File: config.mk
export PLATFORM = sky130hd
export DESIGN_NAME = pwp_peripheral_write_protect
export DESIGN_NICKNAME = d
export VERILOG_FILES = /design/src/pwp_pkg.sv /design/src/pwp_peripheral_write_protect.sv
export SDC_FILE = /design/constraint.sdc
export NUM_CORES = 1
export LEC_CHECK = 0
export ABC_AREA = 1
export BUFFER_PORTS_ARGS = -buffer_cell sky130_fd_sc_hd__buf_2
export CORE_AREA = 2 2 69 71
export DETAILED_ROUTE_END_ITERATION = 10
export DIE_AREA = 0 0 71 73
export PLACE_DENSITY = 0.82
export SYNTH_ARGS = -nofsm -noshare
export SYNTH_HDL_FRONTEND = slang
export SYNTH_SLANG_ARGS = --single-unit
File: constraint.sdc
create_clock -name CLK_SYS -period 1.9 [get_ports CLK_SYS]
set_input_delay 0.38 -clock CLK_SYS [delete_from_list [all_inputs] [get_ports CLK_SYS]]
set_output_delay 0.38 -clock CLK_SYS [all_outputs]
set_load 0.005 [all_outputs]
File: src/pwp_pkg.sv
// package: peripheral write-protect constants and types
`default_nettype none
package pwp_pkg;
	localparam int ADDR_W = 8;
	localparam int DATA_W = 32;
	localparam int STRB_W = DATA_W / 8;
	// register byte offsets
	localparam logic [ADDR_W-1:0] OFS_LOCK_CLEAR = 8'h00;
	localparam logic [ADDR_W-1:0] OFS_LOCK_SET = 8'h04;
	// system controller instance: bit positions
	localparam int POS_DEBUG_UNIT_LOCK = 1;
	localparam int POS_FLASH_CONTROLLER_LOCK = 2;
	localparam int POS_IO_PORT_LOCK = 3;
	localparam int POS_TRACE_BUFFER_LOCK = 6;
	localparam logic [DATA_W-1:0] SYS_INST_MASK = 32'h0000_004E;
	localparam logic [DATA_W-1:0] SYS_INST_RESET = 32'h0000_0002;
	// peripheral-bus controller instance: bit fields
	localparam int POS_EVENT_ROUTER_LOCK = 1;
	localparam int POS_SERIAL_UNIT_LOCKS_LO = 2;
	localparam int POS_SERIAL_UNIT_LOCKS_HI = 7;
	localparam int POS_TIMER_INSTANCE_LOCKS_LO = 8;
	localparam int POS_TIMER_INSTANCE_LOCKS_HI = 15;
	localparam logic [DATA_W-1:0] PBUS_INST_MASK = 32'h0000_FFFE;
	localparam logic [DATA_W-1:0] PBUS_INST_RESET = 32'h0000_0000;
	// decoded effect of one bus write
	typedef struct packed {
		logic [DATA_W-1:0] set_bits;
		logic [DATA_W-1:0] clr_bits;
		logic redundant;
	} pwp_wr_type;
endpackage : pwp_pkg
`default_nettype wire

File: src/pwp_peripheral_write_protect.sv
// peripheral write-protect register bank with bus slave and write guard
`timescale 1ns/100ps
`default_nettype none
module pwp_peripheral_write_protect #(
	parameter logic [pwp_pkg::DATA_W-1:0] IMPL_MASK = pwp_pkg::SYS_INST_MASK,
	parameter logic [pwp_pkg::DATA_W-1:0] RESET_VAL = pwp_pkg::SYS_INST_RESET
) (
	input wire logic CLK_SYS,
	input wire logic RST_B,
	input wire logic PSEL,
	input wire logic PENABLE,
	input wire logic PWRITE,
	input wire logic [pwp_pkg::ADDR_W-1:0] PADDR,
	input wire logic [pwp_pkg::DATA_W-1:0] PWDATA,
	input wire logic [pwp_pkg::STRB_W-1:0] PSTRB,
	output var logic [pwp_pkg::DATA_W-1:0] PRDATA,
	output logic PREADY,
	output logic PSLVERR,
	output var logic [pwp_pkg::DATA_W-1:0] LOCK_STATE,
	input wire logic [pwp_pkg::DATA_W-1:0] PERIPH_WR,
	output logic [pwp_pkg::DATA_W-1:0] PERIPH_WR_DENY
);
	import pwp_pkg::*;

	// refuse maps the register logic cannot serve
	if (DATA_W % 8 != 0) begin : g_bad_width
		$error("data width is not whole bytes");
	end
	if (IMPL_MASK == '0) begin : g_no_bits
		$error("no protection bit implemented");
	end
	if ((RESET_VAL & ~IMPL_MASK) != '0) begin : g_bad_reset
		$error("reset value sets unimplemented bits");
	end

	// expand byte strobes to a bit mask
	function automatic logic [DATA_W-1:0] lane_mask(
		input logic [STRB_W-1:0] strb
	);
		logic [DATA_W-1:0] m;
		m = '0;
		for (int i = 0; i < STRB_W; i++) begin
			m[i*8 +: 8] = {8{strb[i]}};
		end
		return m;
	endfunction : lane_mask

	logic [DATA_W-1:0] lock_r;
	logic [DATA_W-1:0] lock_nxt;
	logic [DATA_W-1:0] prdata_r;
	logic [DATA_W-1:0] prdata_nxt;
	logic access;
	logic setup;
	logic hit_set;
	logic hit_clr;
	logic mapped;
	logic [DATA_W-1:0] wmask;
	pwp_wr_type wr;

	assign setup = PSEL && !PENABLE;
	assign access = PSEL && PENABLE;
	assign hit_set = (PADDR == OFS_LOCK_SET);
	assign hit_clr = (PADDR == OFS_LOCK_CLEAR);
	assign mapped = hit_set || hit_clr;
	// only addressed lanes and implemented bits take part
	assign wmask = lane_mask(PSTRB) & IMPL_MASK;

	always_comb begin
		wr.set_bits = '0;
		wr.clr_bits = '0;
		if (PWRITE && hit_set)
			wr.set_bits = PWDATA & wmask;
		if (PWRITE && hit_clr)
			wr.clr_bits = PWDATA & wmask;
		// lock of a locked, or unlock of an unlocked, peripheral
		wr.redundant = ((wr.set_bits & lock_r) != '0) ||
			((wr.clr_bits & ~lock_r) != '0);
	end

	assign PREADY = 1'b1;
	assign PSLVERR = access && (!mapped || (PWRITE && wr.redundant));

	always_comb begin
		lock_nxt = lock_r;
		// whole write applied in one edge, or dropped on error
		if (access && PWRITE && mapped && !wr.redundant) begin
			lock_nxt = (lock_r | wr.set_bits) & ~wr.clr_bits;
		end
		prdata_nxt = prdata_r;
		if (setup) begin
			prdata_nxt = '0;
			// both offsets read the same shared state
			if (!PWRITE && mapped)
				prdata_nxt = lock_r & IMPL_MASK & lane_mask(PSTRB);
		end
	end

	always_ff @(posedge CLK_SYS or negedge RST_B) begin
		if (!RST_B) begin
			lock_r <= RESET_VAL;
			prdata_r <= '0;
		end else begin
			lock_r <= lock_nxt;
			prdata_r <= prdata_nxt;
		end
	end

	assign PRDATA = prdata_r;
	assign LOCK_STATE = lock_r;
	// writes to a locked peripheral are refused
	assign PERIPH_WR_DENY = PERIPH_WR & lock_r;
endmodule : pwp_peripheral_write_protect
`default_nettype wire

==> flow_metrics.py <==
metrics = {
    "run_status": {
        "status": "finished, final reports clean",
    },
    "synthesis": {
        "syn_area_mm2": 0.00140,
        "yosysWarnings": 0,
        "yosysSeqAreaShare_pct": 14.4,
        "synth_top_cell_by_area": "buf_4",
        "syn-instance-count": 191,
        "avgSynthCellArea_um2": 7.34,
        "synth_top_cell_area_share_pct": 46.0,
        "ys_top_cells_by_area": "buf_4 (46%), dfrtp_1 (12%), nand2_1 (7.5%), nand4_1 (5.4%), inv_1 (4.5%)",
        "ys_ff_latch": 8,
        "yosysUniqueCellTypes": 20,
    },
    "setup_path": {
        "path_max_fanout": 7,
        "regToRegSetupSlack_ns": 0.58,
        "worstPathArrival_ns": 1.47,
        "path_cells": "buf_6 > nor2_4 > nand3_4 > nor2_8 > buf_4 > nor2_4 > nand3b_1 > nand2_1 > inv_1 > buf_2",
        "cp_common_cell": "nor2_4",
        "crit_slowest_cell": "nand3b_1",
        "start_kind": "input port",
        "rr_worst_depth": 8,
        "cp_data_required_time_ns": 1.52,
        "cp-end-kind": "output port",
        "r2r_start": "LOCK_STATE[1]",
        "path_class": "input port to output port",
        "cp_slowest_stage_delay_ns": 0.16,
        "r2r-end": "LOCK_STATE[3]",
    },
    "placement": {
        "routabilityCongestion": 0.855,
        "dp_hpwl_um": 1980,
        "io_buffers": 34,
    },
    "sta": {
        "hold_violations": 0,
        "fin_crit_ns": 1.85,
        "finClkSkew_ns": 0.00360,
        "drv_slew": 0,
        "finalSetupViolCount": 0,
        "fmax_mhz": 541,
        "rsz0062_at_grt": "yes",
        "finalSetupTns_ns": 0,
        "fin_crit_sh_pct": 97.3,
    },
    "floorplanning": {
        "dieArea_mm2": 0.00518,
        "initial_core_util_pct": 30.9,
        "die_h_um": 73,
        "pin_count": 179,
        "rows": 25,
        "design.core.area_mm2": 0.00454,
        "die_x_um": 71,
    },
    "layout": {
        "seq_area_um2": 201,
        "antenna_cells": 0,
        "drive_above_1_share_pct": 28.1,
        "fin_nets": 317,
        "n_fill_cell": 493,
        "multi_input_area_um2": 811,
        "synthToLayoutAreaGrowth_pct": 3.30,
    },
    "drt": {
        "ant_nets": 0,
        "drtIter0Drc": 33,
        "vias": 1062,
        "wirelength_um": 2360,
        "routedWlPerCell_um": 8.16,
        "viasPerCell": 3.67,
        "drc_errors": 0,
        "drt-pass1-iter-count": 4,
    },
    "global_route": {
        "overflow": 0,
        "grt_pass1_vias": 866,
        "grt_max_degree": 17,
        "grtUsageTotal_pct": 8.47,
        "grt_first_pass_wirelength_um": 3530,
        "antenna_found_initial": 0,
    },
    "pwr": {
        "switchingPower_uw": 143,
        "cellLeakagePower_nw": 0.946,
        "power.total_uw": 489,
        "powerDensity_mw_per_mm2": 338,
        "p_comb_share_pct": 22.5,
        "pwr-share-seq_pct": 35.1,
        "clkPwrFrac_pct": 42.5,
        "swShare_pct": 29.2,
        "p_int_uw": 346,
        "max-vdd-ir-drop_uv": 150,
    },
    "worst_hold_path": {
        "hold_path_class": "flop to flop",
        "holdPathStages": 2,
        "hold_end": "PRDATA[6]",
        "worstHoldStart": "PRDATA[6]",
    },
    "clock_network": {
        "clk_latency_ns": 0.22,
        "clkSlewWorstSetupHoldPaths_ns": 0.04,
        "cts-root-buf": "clkbuf_8",
        "cts_buffers": 3,
        "cts_max_level": 1,
        "cts_sinks": 8,
        "cts_tree": "done",
        "clock_path_buffers": 2,
    },
    "run": {
        "maxCapViolCount": 0,
    },
}
[flip-flops by register name (all words and copies together) (netlist names)]
| name | cells |
|---|---|
| LOCK_STATE | 4 |
| PRDATA | 4 |
[placed cells by master, fill, tap and decap left out, drive strengths merged]
cell	instances
a21oi	4
inv	17
conb	85
nand3b	1
nand4	12
nand2	34
buf	43
nor2	16
clkbuf	4
o21ai	2
dfstp	1
dfrtp	7
dlygate4sd3	1
nor4b	1
nand3	7
[cells by family (layout without fill, tap and decap cells)]
family / count (synthesis) / count (layout) / synth area share (%)
flip-flops: 8 / 8 / 14.4
AO/OA/AOI/OAI: 6 / 6 / 2.14
other: 2 / 85 / 0.535
buffers and inverters: 104 / 65 / 50.9
AND/OR/NAND/NOR: 71 / 71 / 32.0
[power groups by stage]
| stage | registers (mW) | logic, mW | clock network (mW) |
|---|---|---|---|
| floorplan | 0.174 | 0.195 | 0 |
| global placement | 0.174 | 0.0969 | 0 |
| detailed placement | 0.174 | 0.0992 | 0 |
| CTS | 0.172 | 0.101 | 0.214 |
| global route | 0.171 | 0.128 | 0.225 |
| finish | 0.172 | 0.110 | 0.208 |
[final cells by class]
cell class                 count  share of cell area [%]
tap                           54                    4.66
multi-input combinational    162                    56.0
clock buffer                   4                    3.11
timing repair buffer          44                    18.0
sequential                     8                    13.9
inverter                      17                    4.40
[timing repair]
action	4_1_cts	5_1_grt
hold buffers	1	0
gates resized for setup	0	5
endpoints found under the hold margin	7	0
setup endpoints to repair	0	1
setup buffers	0	7
[how the worst max path moves through the flow]
stage,depth (start not counted),slack [ns],startpoint,end
after floorplan,9,0.31,PADDR[7],PSLVERR
after global placement,11,0.04,PADDR[7],PSLVERR
after detailed placement,11,0.02,PADDR[7],PSLVERR
after CTS,11,0.02,PADDR[7],PSLVERR
after global routing,11,-0.04,PADDR[0],PSLVERR
final,10,0.05,PADDR[0],PSLVERR
[Yosys cell counts, drive strengths merged]
| library cell | instances |
|---|---|
| nand3 | 7 |
| o21ai | 2 |
| a21oi | 4 |
| nand3b | 1 |
| nor4b | 1 |
| nand2 | 34 |
| dfrtp | 7 |
| conb | 2 |
| nor2 | 16 |
| dfstp | 1 |
| buf | 87 |
| nand4 | 12 |
| inv | 17 |
[stage by stage]
stage	cell area, µm²	worst slack [ns]	std cells	util, %	hold slack [ns]
after floorplan	1710	0.312	274	-	0.0844
after global placement	1320	0.0429	277	29.0	0.221
after detailed placement	1320	0.0223	277	29.0	0.229
after CTS	1370	0.0205	282	30.2	0.488
after global routing	1450	-0.0351	289	31.9	0.520
final	1450	0.0516	289	31.9	0.482
[worst max-delay path, delay by kind of cell]
kind                   cells  cell delay [ns]
and+or+nand+nor            6             0.70
buffers and inverters      4             0.37
[per-layer routing]
layer / wire length [µm] / global-route usage [%]
met5: 0 / 0
met4: 29 / 3.35
met3: 309 / 2.21
met2: 1250 / 16.9
met1: 769 / 8.19
(Power assumes the default switching activity.)
